--- src/pkg/secl_pkg.sv ---
package secl_pkg;
	// ----------------------------------------------------------------
	// widths and frame layout
	// ----------------------------------------------------------------
	localparam int WORD_W = 16;
	localparam int IDX_W = 8;
	localparam int FRAME_W = 32;
	localparam int LEN_W = 6;
	localparam logic [1:0] OP_READ = 2'h2;
	localparam logic [1:0] OP_WRITE = 2'h1;
	localparam logic [1:0] OP_EXT = 2'h0;
	localparam logic [1:0] EXT_WEN = 2'h3;
	localparam logic [1:0] EXT_WDS = 2'h0;
	localparam logic START_BIT = 1'h1;
	localparam logic [LEN_W-1:0] HEAD_BITS = 6'h03;
	localparam logic [LEN_W-1:0] DATA_BITS = 6'h10;
	localparam logic [LEN_W-1:0] RX_BITS = 6'h10;
	localparam logic SDI_IDLE = 1'h1;
	localparam logic [WORD_W-1:0] WORD_RST = 16'h0000;
	// ----------------------------------------------------------------
	// word indices in the memory
	// ----------------------------------------------------------------
	localparam logic [IDX_W-1:0] IDX_SIGNATURE = 8'h00;
	localparam logic [IDX_W-1:0] IDX_FIRST = 8'h01;
	localparam logic [IDX_W-1:0] IDX_STATION_LAST = 8'h03;
	localparam logic [IDX_W-1:0] IDX_GENERAL_CONTROL = 8'h04;
	localparam logic [IDX_W-1:0] IDX_CONTROL_LAST = 8'h10;
	localparam logic [IDX_W-1:0] IDX_OWN_IP_HIGH = 8'h11;
	localparam logic [IDX_W-1:0] IDX_IP_LAST = 8'h1E;
	localparam logic [IDX_W-1:0] IDX_LOCAL_PORT = 8'h1F;
	localparam logic [IDX_W-1:0] IDX_LAST = 8'h22;
	localparam logic [IDX_W-1:0] IDX_RSVD_FIRST = 8'h23;
	localparam logic [IDX_W-1:0] IDX_RSVD_LAST = 8'h27;
	// ----------------------------------------------------------------
	// loaded word carrier
	// ----------------------------------------------------------------
	typedef enum logic [1:0] {
		GRP_STATION = 2'h0,
		GRP_CONTROL = 2'h1,
		GRP_IP = 2'h2,
		GRP_PORT = 2'h3
	} secl_group_e;
	typedef struct packed {
		logic [IDX_W-1:0] index;
		secl_group_e group;
		logic high_half;
		logic [WORD_W-1:0] data;
	} secl_word_s;
endpackage : secl_pkg

--- src/verilog/secl_fifo.sv ---
`timescale 1ns/1ns
module secl_fifo #(
	parameter int WIDTH = 27,
	parameter int DEPTH = 16
) (
	input wire logic clk_i,
	input wire logic sys_rst_i,
	input wire logic in_valid_i,
	input wire logic [WIDTH-1:0] in_data_i,
	output logic in_ready_o,
	output logic out_valid_o,
	output logic [WIDTH-1:0] out_data_o,
	input wire logic out_ready_i
);
	localparam int PTR_W = $clog2(DEPTH);
	logic [WIDTH-1:0] mem_r [DEPTH];
	logic [PTR_W-1:0] wr_r, wr_nxt, rd_r, rd_nxt;
	logic [PTR_W:0] cnt_r, cnt_nxt;
	logic push, pop;

	assign in_ready_o = cnt_r != (PTR_W+1)'(DEPTH);
	assign out_valid_o = cnt_r != '0;
	assign out_data_o = mem_r[rd_r];
	assign push = in_valid_i && in_ready_o;
	assign pop = out_valid_o && out_ready_i;

	always_comb begin
		wr_nxt = wr_r;
		rd_nxt = rd_r;
		cnt_nxt = cnt_r;
		if (push) begin
			wr_nxt = (wr_r == PTR_W'(DEPTH - 1)) ? '0 : wr_r + 1'h1;
		end
		if (pop) begin
			rd_nxt = (rd_r == PTR_W'(DEPTH - 1)) ? '0 : rd_r + 1'h1;
		end
		if (push && !pop) begin
			cnt_nxt = cnt_r + 1'h1;
		end else if (pop && !push) begin
			cnt_nxt = cnt_r - 1'h1;
		end
	end

	always_ff @(posedge clk_i) begin
		if (sys_rst_i) begin
			wr_r <= '0;
			rd_r <= '0;
			cnt_r <= '0;
		end else begin
			wr_r <= wr_nxt;
			rd_r <= rd_nxt;
			cnt_r <= cnt_nxt;
		end
		if (push) begin
			mem_r[wr_r] <= in_data_i;
		end
	end
endmodule : secl_fifo

--- src/verilog/secl_shifter.sv ---
`timescale 1ns/1ns
module secl_shifter #(
	parameter int DIV_W = 8,
	parameter int POLL_MAX = 65535
) (
	input wire logic clk_i,
	input wire logic sys_rst_i,
	input wire logic start_i,
	input wire logic [secl_pkg::FRAME_W-1:0] frame_i,
	input wire logic [secl_pkg::LEN_W-1:0] len_i,
	input wire logic rx_en_i,
	input wire logic poll_en_i,
	input wire logic [DIV_W-1:0] div_i,
	input wire logic sdi_i,
	output logic done_o,
	output logic fail_o,
	output logic [secl_pkg::WORD_W-1:0] rx_o,
	output logic cs_o,
	output logic sk_o,
	output logic sdo_o
);
	typedef enum logic [4:0] {
		SH_IDLE = 5'h01, SH_TX = 5'h02, SH_RX = 5'h04, SH_GAP = 5'h08, SH_POLL = 5'h10
	} secl_shst_e;
	secl_shst_e st_r, st_nxt;
	logic [DIV_W-1:0] div_r, div_nxt;
	logic [secl_pkg::FRAME_W-1:0] sh_r, sh_nxt;
	logic [secl_pkg::LEN_W-1:0] cnt_r, cnt_nxt;
	logic [15:0] poll_r, poll_nxt;
	logic sk_nxt, cs_nxt, sdo_nxt, done_nxt, fail_nxt, rxen_r, rxen_nxt, pen_r, pen_nxt;
	logic [secl_pkg::WORD_W-1:0] rx_nxt;
	logic tick, fall;

	// half period of the serial clock is div_i+1 system clocks
	assign tick = (st_r != SH_IDLE) && (div_r == div_i);
	assign fall = tick && sk_o;

	always_comb begin
		st_nxt = st_r;
		div_nxt = tick ? '0 : div_r + 1'h1;
		sk_nxt = tick ? !sk_o : sk_o;
		sh_nxt = sh_r;
		cnt_nxt = cnt_r;
		poll_nxt = poll_r;
		cs_nxt = cs_o;
		sdo_nxt = sdo_o;
		rx_nxt = rx_o;
		done_nxt = 1'h0;
		fail_nxt = fail_o;
		rxen_nxt = rxen_r;
		pen_nxt = pen_r;
		case (st_r)
			SH_IDLE: begin
				div_nxt = '0;
				sk_nxt = 1'h0;
				if (start_i) begin
					sh_nxt = frame_i;
					cnt_nxt = len_i;
					rxen_nxt = rx_en_i;
					pen_nxt = poll_en_i;
					fail_nxt = 1'h0;
					st_nxt = SH_TX;
				end
			end
			SH_TX: if (fall) begin
				if (cnt_r != '0) begin
					cs_nxt = 1'h1;
					sdo_nxt = sh_r[secl_pkg::FRAME_W-1];
					sh_nxt = {sh_r[secl_pkg::FRAME_W-2:0], 1'h0};
					cnt_nxt = cnt_r - 1'h1;
				end else if (rxen_r) begin
					// dummy bit ahead of the data word
					sdo_nxt = 1'h0;
					rx_nxt = {rx_o[secl_pkg::WORD_W-2:0], sdi_i};
					cnt_nxt = secl_pkg::RX_BITS;
					st_nxt = SH_RX;
				end else begin
					sdo_nxt = 1'h0;
					cs_nxt = 1'h0;
					st_nxt = pen_r ? SH_GAP : SH_IDLE;
					done_nxt = !pen_r;
				end
			end
			SH_RX: if (fall) begin
				rx_nxt = {rx_o[secl_pkg::WORD_W-2:0], sdi_i};
				cnt_nxt = cnt_r - 1'h1;
				if (cnt_r == 6'h01) begin
					cs_nxt = 1'h0;
					done_nxt = 1'h1;
					st_nxt = SH_IDLE;
				end
			end
			SH_GAP: if (fall) begin
				cs_nxt = 1'h1;
				poll_nxt = '0;
				st_nxt = SH_POLL;
			end
			SH_POLL: if (fall) begin
				if (sdi_i || poll_r == 16'(POLL_MAX)) begin
					cs_nxt = 1'h0;
					fail_nxt = !sdi_i;
					done_nxt = 1'h1;
					st_nxt = SH_IDLE;
				end else begin
					poll_nxt = poll_r + 1'h1;
				end
			end
			default: st_nxt = SH_IDLE;
		endcase
	end

	always_ff @(posedge clk_i) begin
		if (sys_rst_i) begin
			st_r <= SH_IDLE;
			div_r <= '0;
			sh_r <= '0;
			cnt_r <= '0;
			poll_r <= '0;
			sk_o <= 1'h0;
			cs_o <= 1'h0;
			sdo_o <= 1'h0;
			rx_o <= secl_pkg::WORD_RST;
			done_o <= 1'h0;
			fail_o <= 1'h0;
			rxen_r <= 1'h0;
			pen_r <= 1'h0;
		end else begin
			st_r <= st_nxt;
			div_r <= div_nxt;
			sh_r <= sh_nxt;
			cnt_r <= cnt_nxt;
			poll_r <= poll_nxt;
			sk_o <= sk_nxt;
			cs_o <= cs_nxt;
			sdo_o <= sdo_nxt;
			rx_o <= rx_nxt;
			done_o <= done_nxt;
			fail_o <= fail_nxt;
			rxen_r <= rxen_nxt;
			pen_r <= pen_nxt;
		end
	end

	a_cs_on_fall: assert property (@(posedge clk_i) disable iff (sys_rst_i)
		$changed(cs_o) |-> $past(fall)) else $error("chip select moved off a falling edge");
	a_sdo_on_fall: assert property (@(posedge clk_i) disable iff (sys_rst_i)
		$changed(sdo_o) |-> $past(fall)) else $error("serial out moved off a falling edge");
	a_poll_ends_high: assert property (@(posedge clk_i) disable iff (sys_rst_i)
		(st_r == SH_POLL && fall && sdi_i) |=> (!cs_o && done_o && st_r == SH_IDLE))
		else $error("busy poll did not finish on ready");
	a_rx_sixteen: assert property (@(posedge clk_i) disable iff (sys_rst_i)
		(st_r == SH_TX && fall && cnt_r == '0 && rxen_r) |=> (st_r == SH_RX && cnt_r == 6'h10))
		else $error("read phase did not start with sixteen bits");
endmodule : secl_shifter

--- src/verilog/secl_config_loader.sv ---
`timescale 1ns/1ns
// Behaviour
// - every memory location moves as one whole 16-bit word.
// - word 00h must match the signature, else no further memory access.
// - with valid signature, words 01h to 22h are loaded after reset.
// - words 01h to 03h load the three station address words in order.
// - words 04h to 10h load the thirteen control registers in order.
// - words 11h to 1Eh load IP addresses, high word then low word.
// - words 1Fh to 22h load local port, destination port, serial mode, timeout.
// - words 23h to 27h are reserved and never loaded.
// - read opcode is 10, write opcode is 01.
// - write-enable pattern is 0011, write-disable pattern is 0000.
// - an undriven serial input reads high through the pull-up.
// - chip select and serial out change, input sampled, on serial clock fall.
// - after command and address of a read, the data word is shifted in.
// - every write is preceded by a separate write-enable frame.
// - after write data, drop select once, raise it, poll until input is 1; the code gives up after POLL_MAX+1 low polls and sets write_error_o.
// - after a write completes, write-disable is issued.
// - each reset starts an automatic read from word 0.
// - absent memory or wrong signature leaves all registers at reset values.
// - serial clock is divided from the system clock by a divider field.
module secl_config_loader #(
	parameter int ADDR_W = 6,
	parameter int DIV_W = 8,
	parameter int FIFO_DEPTH = 16,
	parameter int POLL_MAX = 65535,
	// arbitrary value
	parameter logic [15:0] SIGNATURE = 16'h5AA5
) (
	input wire logic clk_i,
	input wire logic sys_rst_i,
	input wire logic [DIV_W-1:0] serial_clock_divider_i,
	input wire logic cmd_valid_i,
	input wire logic cmd_write_i,
	input wire logic [secl_pkg::IDX_W-1:0] cmd_index_i,
	input wire logic [secl_pkg::WORD_W-1:0] cmd_data_i,
	output logic cmd_ready_o,
	output logic cfg_valid_o,
	output secl_pkg::secl_word_s cfg_word_o,
	input wire logic cfg_ready_i,
	output logic load_done_o,
	output logic mem_invalid_o,
	output logic write_error_o,
	output logic eeprom_chip_select_o,
	output logic eeprom_serial_clock_o,
	output logic eeprom_serial_out_o,
	input wire logic eeprom_serial_in_i
);
	// ----------------------------------------------------------------
	// types and helpers
	// ----------------------------------------------------------------
	typedef enum logic [9:0] {
		ST_BOOT = 10'h001,
		ST_SIG = 10'h002,
		ST_LOAD = 10'h004,
		ST_NEXT = 10'h008,
		ST_IDLE = 10'h010,
		ST_READ = 10'h020,
		ST_WEN = 10'h040,
		ST_WR = 10'h080,
		ST_WDS = 10'h100,
		ST_HALT = 10'h200
	} secl_state_e;

	localparam logic [secl_pkg::LEN_W-1:0] HEAD_LEN = secl_pkg::HEAD_BITS
		+ secl_pkg::LEN_W'(ADDR_W);

	function automatic logic [secl_pkg::FRAME_W-1:0] make_frame(
		input logic [1:0] op,
		input logic [secl_pkg::IDX_W-1:0] addr,
		input logic [secl_pkg::WORD_W-1:0] data
	);
		logic [secl_pkg::FRAME_W-1:0] f;
		f = '0;
		f[31] = secl_pkg::START_BIT;
		f[30:29] = op;
		for (int i = 0; i < ADDR_W; i++) begin
			f[28-i] = addr[ADDR_W-1-i];
		end
		for (int i = 0; i < secl_pkg::WORD_W; i++) begin
			f[28-ADDR_W-i] = data[secl_pkg::WORD_W-1-i];
		end
		return f;
	endfunction : make_frame

	// extension commands carry their code in the top two address bits
	function automatic logic [secl_pkg::IDX_W-1:0] ext_addr(input logic [1:0] code);
		logic [secl_pkg::IDX_W-1:0] a;
		a = '0;
		a[ADDR_W-1 -: 2] = code;
		return a;
	endfunction : ext_addr

	function automatic secl_pkg::secl_word_s make_word(
		input logic [secl_pkg::IDX_W-1:0] idx,
		input logic [secl_pkg::WORD_W-1:0] data
	);
		secl_pkg::secl_word_s w;
		w.index = idx;
		w.data = data;
		w.high_half = 1'h0;
		if (idx <= secl_pkg::IDX_STATION_LAST) begin
			w.group = secl_pkg::GRP_STATION;
		end else if (idx <= secl_pkg::IDX_CONTROL_LAST) begin
			w.group = secl_pkg::GRP_CONTROL;
		end else if (idx <= secl_pkg::IDX_IP_LAST) begin
			w.group = secl_pkg::GRP_IP;
			w.high_half = idx[0];
		end else begin
			w.group = secl_pkg::GRP_PORT;
		end
		return w;
	endfunction : make_word

	// ----------------------------------------------------------------
	// serial input synchroniser
	// ----------------------------------------------------------------
	logic di_meta_r, di_sync_r;

	// reset level is the pulled-up idle level
	always_ff @(posedge clk_i) begin
		if (sys_rst_i) begin
			di_meta_r <= secl_pkg::SDI_IDLE;
			di_sync_r <= secl_pkg::SDI_IDLE;
		end else begin
			di_meta_r <= eeprom_serial_in_i;
			di_sync_r <= di_meta_r;
		end
	end

	// ----------------------------------------------------------------
	// frame engine
	// ----------------------------------------------------------------
	logic start_r, start_nxt, rx_en_r, rx_en_nxt, poll_en_r, poll_en_nxt;
	logic [secl_pkg::FRAME_W-1:0] frame_r, frame_nxt;
	logic [secl_pkg::LEN_W-1:0] len_r, len_nxt;
	logic sh_done, sh_fail;
	logic [secl_pkg::WORD_W-1:0] sh_rx;

	secl_shifter #(
		.DIV_W(DIV_W),
		.POLL_MAX(POLL_MAX)
	) u_shifter (
		.clk_i(clk_i),
		.sys_rst_i(sys_rst_i),
		.start_i(start_r),
		.frame_i(frame_r),
		.len_i(len_r),
		.rx_en_i(rx_en_r),
		.poll_en_i(poll_en_r),
		.div_i(serial_clock_divider_i),
		.sdi_i(di_sync_r),
		.done_o(sh_done),
		.fail_o(sh_fail),
		.rx_o(sh_rx),
		.cs_o(eeprom_chip_select_o),
		.sk_o(eeprom_serial_clock_o),
		.sdo_o(eeprom_serial_out_o)
	);

	// ----------------------------------------------------------------
	// word buffer
	// ----------------------------------------------------------------
	logic push_r, push_nxt, fifo_in_ready, fifo_out_valid;
	secl_pkg::secl_word_s word_r, word_nxt, fifo_out;
	logic cfg_valid_nxt;
	secl_pkg::secl_word_s cfg_word_nxt;

	secl_fifo #(
		.WIDTH($bits(secl_pkg::secl_word_s)),
		.DEPTH(FIFO_DEPTH)
	) u_fifo (
		.clk_i(clk_i),
		.sys_rst_i(sys_rst_i),
		.in_valid_i(push_r),
		.in_data_i(word_r),
		.in_ready_o(fifo_in_ready),
		.out_valid_o(fifo_out_valid),
		.out_data_o(fifo_out),
		.out_ready_i(!cfg_valid_o || cfg_ready_i)
	);

	always_comb begin
		cfg_valid_nxt = cfg_valid_o;
		cfg_word_nxt = cfg_word_o;
		if (!cfg_valid_o || cfg_ready_i) begin
			cfg_valid_nxt = fifo_out_valid;
			cfg_word_nxt = fifo_out_valid ? fifo_out : cfg_word_o;
		end
	end

	always_ff @(posedge clk_i) begin
		if (sys_rst_i) begin
			cfg_valid_o <= 1'h0;
			cfg_word_o <= '0;
		end else begin
			cfg_valid_o <= cfg_valid_nxt;
			cfg_word_o <= cfg_word_nxt;
		end
	end

	// ----------------------------------------------------------------
	// sequencer
	// ----------------------------------------------------------------
	secl_state_e st_r, st_nxt;
	logic [secl_pkg::IDX_W-1:0] idx_r, idx_nxt, go_addr;
	logic [secl_pkg::WORD_W-1:0] wdata_r, wdata_nxt, go_data;
	logic [1:0] go_op;
	logic go, go_rx, go_poll, cmd_ready_nxt, load_done_nxt, invalid_nxt, werr_nxt;

	always_comb begin
		st_nxt = st_r;
		idx_nxt = idx_r;
		wdata_nxt = wdata_r;
		push_nxt = push_r && !fifo_in_ready;
		word_nxt = word_r;
		load_done_nxt = load_done_o;
		invalid_nxt = mem_invalid_o;
		werr_nxt = write_error_o;
		go = 1'h0;
		go_op = secl_pkg::OP_READ;
		go_addr = idx_r;
		go_data = '0;
		go_rx = 1'h1;
		go_poll = 1'h0;
		case (st_r)
			ST_BOOT: begin
				go = 1'h1;
				go_addr = secl_pkg::IDX_SIGNATURE;
				st_nxt = ST_SIG;
			end
			ST_SIG: if (sh_done) begin
				if (sh_rx == SIGNATURE) begin
					go = 1'h1;
					go_addr = secl_pkg::IDX_FIRST;
					idx_nxt = secl_pkg::IDX_FIRST;
					st_nxt = ST_LOAD;
				end else begin
					invalid_nxt = 1'h1;
					st_nxt = ST_HALT;
				end
			end
			ST_LOAD: if (sh_done) begin
				push_nxt = 1'h1;
				word_nxt = make_word(idx_r, sh_rx);
				if (idx_r == secl_pkg::IDX_LAST) begin
					load_done_nxt = 1'h1;
					st_nxt = ST_IDLE;
				end else begin
					idx_nxt = idx_r + 1'h1;
					st_nxt = ST_NEXT;
				end
			end
			ST_NEXT: if (!push_r) begin
				go = 1'h1;
				st_nxt = ST_LOAD;
			end
			ST_IDLE: if (cmd_valid_i && cmd_ready_o) begin
				idx_nxt = cmd_index_i;
				wdata_nxt = cmd_data_i;
				go = 1'h1;
				go_addr = cmd_index_i;
				st_nxt = ST_READ;
				if (cmd_write_i) begin
					go_op = secl_pkg::OP_EXT;
					go_addr = ext_addr(secl_pkg::EXT_WEN);
					go_rx = 1'h0;
					st_nxt = ST_WEN;
				end
			end
			ST_READ: if (sh_done) begin
				push_nxt = 1'h1;
				word_nxt = make_word(idx_r, sh_rx);
				st_nxt = ST_IDLE;
			end
			ST_WEN: if (sh_done) begin
				go = 1'h1;
				go_op = secl_pkg::OP_WRITE;
				go_data = wdata_r;
				go_rx = 1'h0;
				go_poll = 1'h1;
				st_nxt = ST_WR;
			end
			ST_WR: if (sh_done) begin
				werr_nxt = sh_fail;
				go = 1'h1;
				go_op = secl_pkg::OP_EXT;
				go_addr = ext_addr(secl_pkg::EXT_WDS);
				go_rx = 1'h0;
				st_nxt = ST_WDS;
			end
			ST_WDS: if (sh_done) begin
				st_nxt = ST_IDLE;
			end
			ST_HALT: st_nxt = ST_HALT;
			default: st_nxt = ST_BOOT;
		endcase
		start_nxt = go;
		frame_nxt = go ? make_frame(go_op, go_addr, go_data) : frame_r;
		len_nxt = len_r;
		if (go) begin
			len_nxt = (go_op == secl_pkg::OP_WRITE) ? HEAD_LEN + secl_pkg::DATA_BITS : HEAD_LEN;
		end
		rx_en_nxt = go ? go_rx : rx_en_r;
		poll_en_nxt = go ? go_poll : poll_en_r;
		cmd_ready_nxt = (st_nxt == ST_IDLE) && !push_nxt && !go;
	end

	always_ff @(posedge clk_i) begin
		if (sys_rst_i) begin
			st_r <= ST_BOOT;
			idx_r <= secl_pkg::IDX_SIGNATURE;
			wdata_r <= secl_pkg::WORD_RST;
			push_r <= 1'h0;
			word_r <= '0;
			start_r <= 1'h0;
			frame_r <= '0;
			len_r <= '0;
			rx_en_r <= 1'h0;
			poll_en_r <= 1'h0;
			cmd_ready_o <= 1'h0;
			load_done_o <= 1'h0;
			mem_invalid_o <= 1'h0;
			write_error_o <= 1'h0;
		end else begin
			st_r <= st_nxt;
			idx_r <= idx_nxt;
			wdata_r <= wdata_nxt;
			push_r <= push_nxt;
			word_r <= word_nxt;
			start_r <= start_nxt;
			frame_r <= frame_nxt;
			len_r <= len_nxt;
			rx_en_r <= rx_en_nxt;
			poll_en_r <= poll_en_nxt;
			cmd_ready_o <= cmd_ready_nxt;
			load_done_o <= load_done_nxt;
			mem_invalid_o <= invalid_nxt;
			write_error_o <= werr_nxt;
		end
	end

	// ----------------------------------------------------------------
	// checks
	// ----------------------------------------------------------------
	a_sig_read_zero: assert property (@(posedge clk_i) disable iff (sys_rst_i)
		(start_r && st_r == ST_SIG) |-> (frame_r[31:29] == 3'h6 && frame_r[28 -: ADDR_W] == '0))
		else $error("first frame is not a read of word zero");
	a_read_opcode: assert property (@(posedge clk_i) disable iff (sys_rst_i)
		(start_r && (st_r == ST_LOAD || st_r == ST_READ)) |-> (frame_r[31:29] == 3'h6
		&& rx_en_r && len_r == HEAD_LEN)) else $error("read frame badly formed");
	a_ext_pattern: assert property (@(posedge clk_i) disable iff (sys_rst_i)
		(start_r && (st_r == ST_WEN || st_r == ST_WDS)) |-> (frame_r[30:27]
		== ((st_r == ST_WEN) ? 4'h3 : 4'h0))) else $error("enable or disable pattern wrong");
	a_wen_before_wr: assert property (@(posedge clk_i) disable iff (sys_rst_i)
		(st_r == ST_WR && $past(st_r) != ST_WR) |-> ($past(st_r) == ST_WEN && start_r
		&& frame_r[30:29] == 2'h1 && poll_en_r)) else $error("write without enable frame");
	a_wds_after_wr: assert property (@(posedge clk_i) disable iff (sys_rst_i)
		($past(st_r) == ST_WR && st_r != ST_WR) |-> (st_r == ST_WDS && start_r))
		else $error("write not followed by disable");
	a_load_range: assert property (@(posedge clk_i) disable iff (sys_rst_i)
		(st_r == ST_LOAD && sh_done) |=> (push_r && word_r.index >= 8'h01
		&& word_r.index <= 8'h22)) else $error("loaded word outside 01h to 22h");
	a_halt_quiet: assert property (@(posedge clk_i) disable iff (sys_rst_i)
		mem_invalid_o |-> (!eeprom_chip_select_o && !start_r && !push_r && !load_done_o))
		else $error("invalid memory still accessed");
endmodule : secl_config_loader

--- config.mk ---
export PLATFORM = sky130hd
export DESIGN_NAME = secl_config_loader
export DESIGN_NICKNAME = d
export VERILOG_FILES = /design/src/pkg/secl_pkg.sv /design/src/verilog/secl_fifo.sv /design/src/verilog/secl_shifter.sv /design/src/verilog/secl_config_loader.sv
export SDC_FILE = /design/constraint.sdc
export NUM_CORES = 1
export LEC_CHECK = 0
export BUFFER_PORTS_ARGS = -buffer_cell sky130_fd_sc_hd__buf_2
export CAP_MARGIN = 20
export CORE_MARGIN = 4
export CORE_UTILIZATION = 44
export CTS_CLUSTER_DIAMETER = 120
export DETAILED_ROUTE_END_ITERATION = 12
export SLEW_MARGIN = 20
export SYNTH_ARGS = -nofsm -noshare
export SYNTH_HDL_FRONTEND = slang
export SYNTH_SLANG_ARGS = --single-unit
export TNS_END_PERCENT = 20
--- constraint.sdc ---
create_clock -name clk_i -period 4.85 [get_ports clk_i]
set_input_delay 0.97 -clock clk_i [delete_from_list [all_inputs] [get_ports clk_i]]
set_output_delay 0.97 -clock clk_i [all_outputs]
set_load 0.01 [all_outputs]
==> impl_results.md, run 1 <==
- Outcome: completed
- Critical register-to-register path startpoint: u_fifo.cnt_r[0]$_SDFFE_PP0P_
- Cell type with the highest aggregate area in the netlist: edfxtp_1
- Worst setup path startpoint: u_fifo.cnt_r[0]$_SDFFE_PP0P_
- Final HPWL DP: 34600 µm
- Multi-input gate area in the final layout: 8080 µm²
- Syn. warnings: 0
- Number of I/O pins: 73
- Signed area change from the synthesized netlist to the final layout: 14.4%
- Path type of the worst setup path: flop to flop
- Stages on the worst setup path: 10
- Site row count: 88
- Number of search-and-repair iterations in the first detailed-routing pass: 7
- Synthesized instance count: 1788
- Net Count, Synth: 1843
- Pwr dens: between 400 and 500 nW/µm²
- Core box area: 57900 µm²
- Worst min path class: flop to flop
- Antenna violations before repair: 1
- Wire length of the first global-routing pass: 93100 µm
- Peak supply drop: 324 µV
- DR iter-0 viols: 1087
- Detailed-route vias per instance: 5.64
- Register bit count reported by yosys: 653
- Biggest fanout along the worst timing path: 11
- Setup Skew: 0.0341 ns
- # nets final: 1920
- Endpoint of the worst register-to-register path: u_fifo.cnt_r[4]$_SDFFE_PP0P_
- Post-Route WL: between 60000 and 70000 µm
- Total number of clock tree sinks: 653
- Number of max-slew violations in the final report: 0
- Static leakage: between 0.009 and 0.01 µW
- Worst-margin pin slew: 1.14 ns
- Post-synth EDFFs: approximately 430
- Via count of the first global-routing pass: 15.3k
- Avg Synthesized Cell Area: 14.5 µm²
- Ranking of synthesized cells by area: edfxtp_1 (50%), dfxtp_1 (17%), mux4_2 (12%)
- Worst path required time: 5.39 ns
- Overall power of the completed layout: roughly 14000 µW
- Number of hold-repair buffers added at the cts stage: 0
- Synth unique cells: 66
- Setup slack on the worst flop-to-flop path: 1.65 ns
- Die footprint: approximately 63000 µm²
- Register area: 17400 µm²
- Cell Chain, Critical Path: nor4_1 > a21oi_1 > ha_1 > inv_1 > fa_1 > a21o_1 > a21oi_1 > xnor2_1 > or3_1 > a21oi_1
- Fmax: between 300 and 400 MHz
- Fin crit share: 0.659
- Hold path depth: 1
- DR vias: 15.1k
- Layout cells sized above 1: 0.204
- Primary flip-flop cell chosen by synthesis mapping: edfxtp_1
- Count of unresolved DRC violations after routing: 0
- Fill cells: 4927
- Post-CTS Repair Setup Buffers: 0
- Critical path startpoint category: flop
- Clock tree root driver cell: clkbuf_16
- CTS tree: done
- Leading cell types in the layout, fill and taps excluded: edfxtp_1 (432), dfxtp_1 (218), nand2_1 (191)
- Final sum of negative setup slack: 0 ns
- Min Clock Period, post-route: approximately 3.2 ns
- H-tree depth: 3
- Nature of the critical path endpoint: flop
- Final weighted congestion in routability-driven placement: 0.868
- Initial core utilization: 0.446
- Part of the Yosys area used for sequential elements: 0.673
- Cell occurring most often along the worst timing path: a21oi_1
- Arrival @ worst endpoint: 3.73 ns
- Antenna violation net count after detailed routing: 0
- Overall Global Routing Usage: 0.192
- Number of buffers inserted during clock tree synthesis: 70
- Count of buffering cells on the critical path with inverters included: 1
- Share of synthesized registers carrying an async set or reset: 0
- Largest incremental delay on the critical path: 0.74 ns
- Die span in y: 250 µm
- Endpoints failing setup: 0
- Number of I/O port buffers: 72
- Critical Path Sink: u_fifo.cnt_r[4]$_SDFFE_PP0P_
- Largest delay share family, worst path: compound AO/OA/AOI/OAI gates
- Clock buffer depth: 3
- Endpoints failing hold: 0
- Post-synthesis cell area: between 20000 and 30000 µm²
- Most common library cell in the layout ignoring fill and taps: edfxtp_1
- CTS resizes: 0
- Pin count of the biggest net entering global routing: 126
- Worst path slowest cell: a21oi_1
- Reg clk slew, reported paths: 0.06 ns
- Clock network latency to the later pin of the worst-skew pair: 0.62 ns
- Total of max-cap violations: 0
- Horizontal die dimension: 250 µm
- Yosys top cell area share: 0.502
- Per-cell routed wire length: 22.5 µm
- Worst-case headroom to the max-slew limit: 0.241
- R2R cell count: 10
- Setup repair after global routing missed its margin: false
- Congestion Overflow GR: 0
report_power, final:
part	leakage (µW)	internal, µW	total [µW]	switching, µW
registers	0.00580	6060	6390	331
logic	0.00280	1180	2280	1090
clock network	0.00115	3150	5340	2190
total	0.00974	10400	14000	3610
registers in the layout, summed over array words and instances (netlist names), 2 cells and up:
register,flops
cfg_word_o,27
frame_r,24
idx_r,8
len_r,2
st_r,10
u_fifo.cnt_r,5
u_fifo.mem_r,432
u_fifo.rd_r,4
u_fifo.wr_r,4
u_shifter.cnt_r,6
u_shifter.div_r,8
u_shifter.poll_r,16
u_shifter.rx_o,16
u_shifter.sh_r,25
u_shifter.st_r,5
wdata_r,16
word_r,27
worst reg2reg max path: stages, from the launching register on:
cell     delay, ns
dfxtp_1       0.42
nor4_1        0.13
a21oi_1       0.74
ha_1          0.33
inv_1         0.12
fa_1          0.48
a21o_1        0.18
a21oi_1       0.18
xnor2_1       0.10
or3_1         0.31
a21oi_1       0.14
per-layer routing:
| metal | track usage | share of wire |
|---|---|---|
| met5 | 0 | 0 |
| met4 | 0.0479 | 0.022 |
| met3 | 0.0350 | 0.054 |
| met2 | 0.322 | 0.49 |
| met1 | 0.262 | 0.43 |
area by class of cell:
| cell class | instances | area share |
|---|---|---|
| Multi-Input combinational cell | 1007 | 0.273 |
| Inverter | 22 | 0.00279 |
| Antenna cell | 1 | 0.0000846 |
| Clock buffer | 93 | 0.0666 |
| Tap cell | 765 | 0.0324 |
| Sequential cell | 653 | 0.589 |
| Timing Repair Buffer | 111 | 0.0242 |
| Clock inverter | 33 | 0.0122 |
Yosys cell counts, types with 30 or more instances:
| cell | instances |
|---|---|
| edfxtp_1 | 432 |
| dfxtp_1 | 221 |
| nand2_1 | 191 |
| nor2_1 | 147 |
| a21oi_1 | 137 |
| mux4_2 | 135 |
| clkbuf_1 | 83 |
| mux2i_1 | 45 |
| nand3_1 | 34 |
| nor3_1 | 34 |
| o21ai_0 | 32 |
| a211oi_1 | 30 |
worst min-delay path by stage:
stage / from / end / slack [ns]
after floorplan: di_meta_r$_SDFF_PP1_ / di_sync_r$_SDFF_PP1_ / 0.39
after global placement: di_meta_r$_SDFF_PP1_ / di_sync_r$_SDFF_PP1_ / 0.40
after detailed placement: di_meta_r$_SDFF_PP1_ / di_sync_r$_SDFF_PP1_ / 0.40
after CTS: di_meta_r$_SDFF_PP1_ / di_sync_r$_SDFF_PP1_ / 0.41
after global routing: di_meta_r$_SDFF_PP1_ / di_sync_r$_SDFF_PP1_ / 0.44
final: di_meta_r$_SDFF_PP1_ / di_sync_r$_SDFF_PP1_ / 0.41
per-stage QoR:
| stage | hold slack (ns) | area (µm²) | instances | setup slack (ns) | utilization |
|---|---|---|---|---|---|
| floorplan | 0.389 | 25900 | 1788 | 1.44 | - |
| global placement | 0.400 | 27200 | 2557 | 1.55 | 0.470 |
| detailed placement | 0.398 | 27200 | 2557 | 1.46 | 0.470 |
| CTS | 0.411 | 29500 | 2683 | 1.68 | 0.510 |
| global route | 0.439 | 29600 | 2684 | 1.38 | 0.511 |
| finish | 0.408 | 29600 | 2685 | 1.65 | 0.511 |
logic make-up after synthesis:
group	count (synthesis)	share of synthesized area
flops	653	0.673
mux	180	0.135
xor+xnor	34	0.0115
buf+inv	128	0.0197
compound gates	266	0.0619
simple gates	510	0.0904
fa+ha+maj	17	0.00852
(Power assumes the default switching activity.)
==> run 2, diff against run 1 <==
Clock period 4.85 ns to 3.07 ns, I/O delays scaled along.
==> run 2 against run 1 <==
Effect of this change:
- fmax up 13%
- register-to-register slack worse by 1.4 ns
- first-iteration DRC count grew 0.37%
- die area is the same
- sequential share of layout area shrank 0.27 points
- non-clock buffer count up 20
- core utilization rose by 0.22 points
==> impl_results.md, run 2 (synthesized netlist as in run 1, its figures left out) <==
- Outcome: completed
- Register ranked first by flip-flop count: u_fifo.mem_r
- Fill cells: 4920 (-0.14%)
- Number of buffers inserted during clock tree synthesis: 69 (-1.4%)
- Post-Route WL: 58800 µm (-2.5%)
- Setup slack on the worst flop-to-flop path: 0.25 ns (-1.40 ns)
- Nature of the critical path endpoint: flop
- Number of cells in the finished layout apart from fillers: 2700 (+0.56%)
- Worst Slack Setup Final: 0.251 ns (-1.40 ns)
- Min Clock Period, post-route: 2.82 ns (-0.379 ns)
- Signed area change from the synthesized netlist to the final layout: 14.9%
- Critical register-to-register path startpoint: u_fifo.cnt_r[0]$_SDFFE_PP0P_
- Detailed-route vias per instance: 5.64 (about the same)
- Initial core utilization: 0.446 (unchanged)
- Overall Global Routing Usage: 0.187 (-0.00491)
- Multi-input gate area in the final layout: 8090 µm² (+0.14%)
- Clock network latency to the later pin of the worst-skew pair: 0.61 ns (about the same)
- Path type of the worst setup path: flop to flop
- Worst path required time: 3.60 ns (-1.79 ns)
- Post-CTS Repair Setup Buffers: 0 (unchanged)
- Register area: 17400 µm² (about the same)
- Antenna violation net count after detailed routing: 0 (unchanged)
- CTS tree: done
- Total of max-cap violations: 0 (unchanged)
- DR vias: 15.2k (+0.61%)
- Via count of the first global-routing pass: 15.3k (-0.020%)
- Setup repair after global routing missed its margin: false
- H-tree depth: 3 (unchanged)
- Placed cells: 2576 (+0.74%)
- Final weighted congestion in routability-driven placement: 0.911 (+4.9%)
- Clock tree root driver cell: clkbuf_16
- Endpoints failing setup: 0 (unchanged)
- Die span in y: 250 µm (unchanged)
- Worst-case headroom to the max-slew limit: 0.247 (+0.00609)
- Flip-flop count of the largest register after layout: 432 (unchanged)
- Total number of clock tree sinks: 653 (unchanged)
- Number of search-and-repair iterations in the first detailed-routing pass: 5 (-2)
- Endpoints failing hold: 0 (unchanged)
- Antenna Diode Count: 0 (-1)
- Count of unresolved DRC violations after routing: 0 (unchanged)
- Fmax: 355 MHz (+13%)
- Antenna violations before repair: 0 (-1)
- Biggest regs: u_fifo.mem_r (432), cfg_word_o (27), word_r (27)
- Hold path depth: 2 (+1)
- Per-cell routed wire length: 21.8 µm (-3.0%)
- DR iter-0 viols: 1091 (+0.37%)
- Die footprint: 62700 µm² (unchanged)
- Layout cells sized above 1: 0.212 (+0.00813)
- Number of hold-repair buffers added at the cts stage: 0 (unchanged)
- Static leakage: 0.00981 µW (+0.72%)
- Final core utilization: 0.513 (+0.00225)
- Horizontal die dimension: 250 µm (unchanged)
- Number of I/O port buffers: 72 (unchanged)
- Endpoint of the worst register-to-register path: u_fifo.cnt_r[4]$_SDFFE_PP0P_
- Site row count: 88 (unchanged)
- Reg clk slew, reported paths: 0.06 ns (about the same)
- Leading cell types in the layout, fill and taps excluded: edfxtp_1 (432), dfxtp_1 (218), nand2_1 (191)
- Setup Skew: 0.0377 ns (+0.00359 ns)
- Pin count of the biggest net entering global routing: 121 (-4.0%)
- Destination of the worst hold path: di_meta_r$_SDFF_PP1_
- Worst-margin pin slew: 1.13 ns (-0.0118 ns)
- Number of I/O pins: 73 (unchanged)
- # nets final: 1939 (+0.99%)
- Most common library cell in the layout ignoring fill and taps: edfxtp_1
- Final HPWL DP: 35000 µm (+1.2%)
- Clock buffer depth: 3 (unchanged)
- Core box area: 57900 µm² (unchanged)
- Placement Setup Slack: 0.123 ns (-1.34 ns)
- Worst min path class: input port to flop
- Congestion Overflow GR: 0 (unchanged)
- Number of max-slew violations in the final report: 0 (unchanged)
- CTS resizes: 0 (unchanged)
- Peak supply drop: 762 µV (+140%)
- Wire length of the first global-routing pass: 91000 µm (-2.2%)
- Start point of the worst hold path: eeprom_serial_in_i
- Pwr dens: 739 nW/µm² (+56%)
- Biggest fanout along the worst timing path: 5 (-6)
- R2R cell count: 12 (+2)
- Arrival @ worst endpoint: 3.35 ns (-0.38 ns)
- Critical path startpoint category: flop
- Fin crit share: 0.918 (+0.259)
run 2: cell count changes in the layout (fill, tap and decap cells not counted), sizes merged:
cell    delta
buf       +20
clkinv     -4
diode      -1
run 2: cell type report:
cell class / count / share of cell area
multi-input cells: 1007 / 0.272
clock buffers: 93 / 0.0649
flip-flops and latches: 653 / 0.586
repair buffers: 131 / 0.0315
well taps: 765 / 0.0322
inverters: 22 / 0.00278
clock inverters: 29 / 0.0104
run 2: worst max-delay path by stage:
stage / slack, ns / endpoint / from
global route: 0.04 / u_fifo.cnt_r[4]$_SDFFE_PP0P_ / u_fifo.cnt_r[0]$_SDFFE_PP0P_
finish: 0.25 / u_fifo.cnt_r[4]$_SDFFE_PP0P_ / u_fifo.cnt_r[0]$_SDFFE_PP0P_
detailed placement: 0.12 / u_fifo.cnt_r[4]$_SDFFE_PP0P_ / cfg_ready_i
global placement: 0.13 / u_fifo.cnt_r[4]$_SDFFE_PP0P_ / cfg_ready_i
floorplan: -0.34 / u_fifo.mem_r[0][0]$_DFFE_PP_ / u_fifo.cnt_r[0]$_SDFFE_PP0P_
CTS: 0.13 / u_fifo.cnt_r[4]$_SDFFE_PP0P_ / u_fifo.cnt_r[0]$_SDFFE_PP0P_
run 2: power breakdown:
group,internal (µW),switching [µW],total (µW)
clock network,4850,3360,8210
logic,1910,1960,3880
registers,9580,283,9860
total,16300,5610,21900
run 2: layer usage:
layer	GRT usage	share of wire	up-vias	wire length (µm)
li1	-	-	7023	-
met1	0.255	0.43	7697	25300
met2	0.312	0.49	432	29000
met3	0.0364	0.057	84	3370
met4	0.0482	0.021	0	1230
met5	0	0	-	0
run 2: worst max-delay path, stage by stage (launching register included):
cell	delay [ns]
dfxtp_1	0.37
or4_1	0.57
nor2_2	0.13
nor2b_2	0.06
inv_1	0.07
ha_1	0.20
inv_2	0.08
fa_2	0.41
a21o_1	0.18
a21oi_1	0.18
xnor2_1	0.09
or3_1	0.30
a21oi_1	0.14
run 2: through the flow:
| step | hold slack, ns | total power [µW] | setup TNS, ns | cell area (µm²) |
|---|---|---|---|---|
| 2_1_floorplan | 0.389 | 12800 | -19.52 | 25900 |
| 3_3_place_gp | 0.394 | 14000 | 0 | 27400 |
| 3_5_place_dp | 0.403 | 14000 | 0 | 27400 |
| 4_1_cts | 0.186 | 22200 | 0 | 29600 |
| 5_1_grt | 0.199 | 22900 | 0 | 29700 |
| 6_report | 0.225 | 21900 | 0 | 29700 |
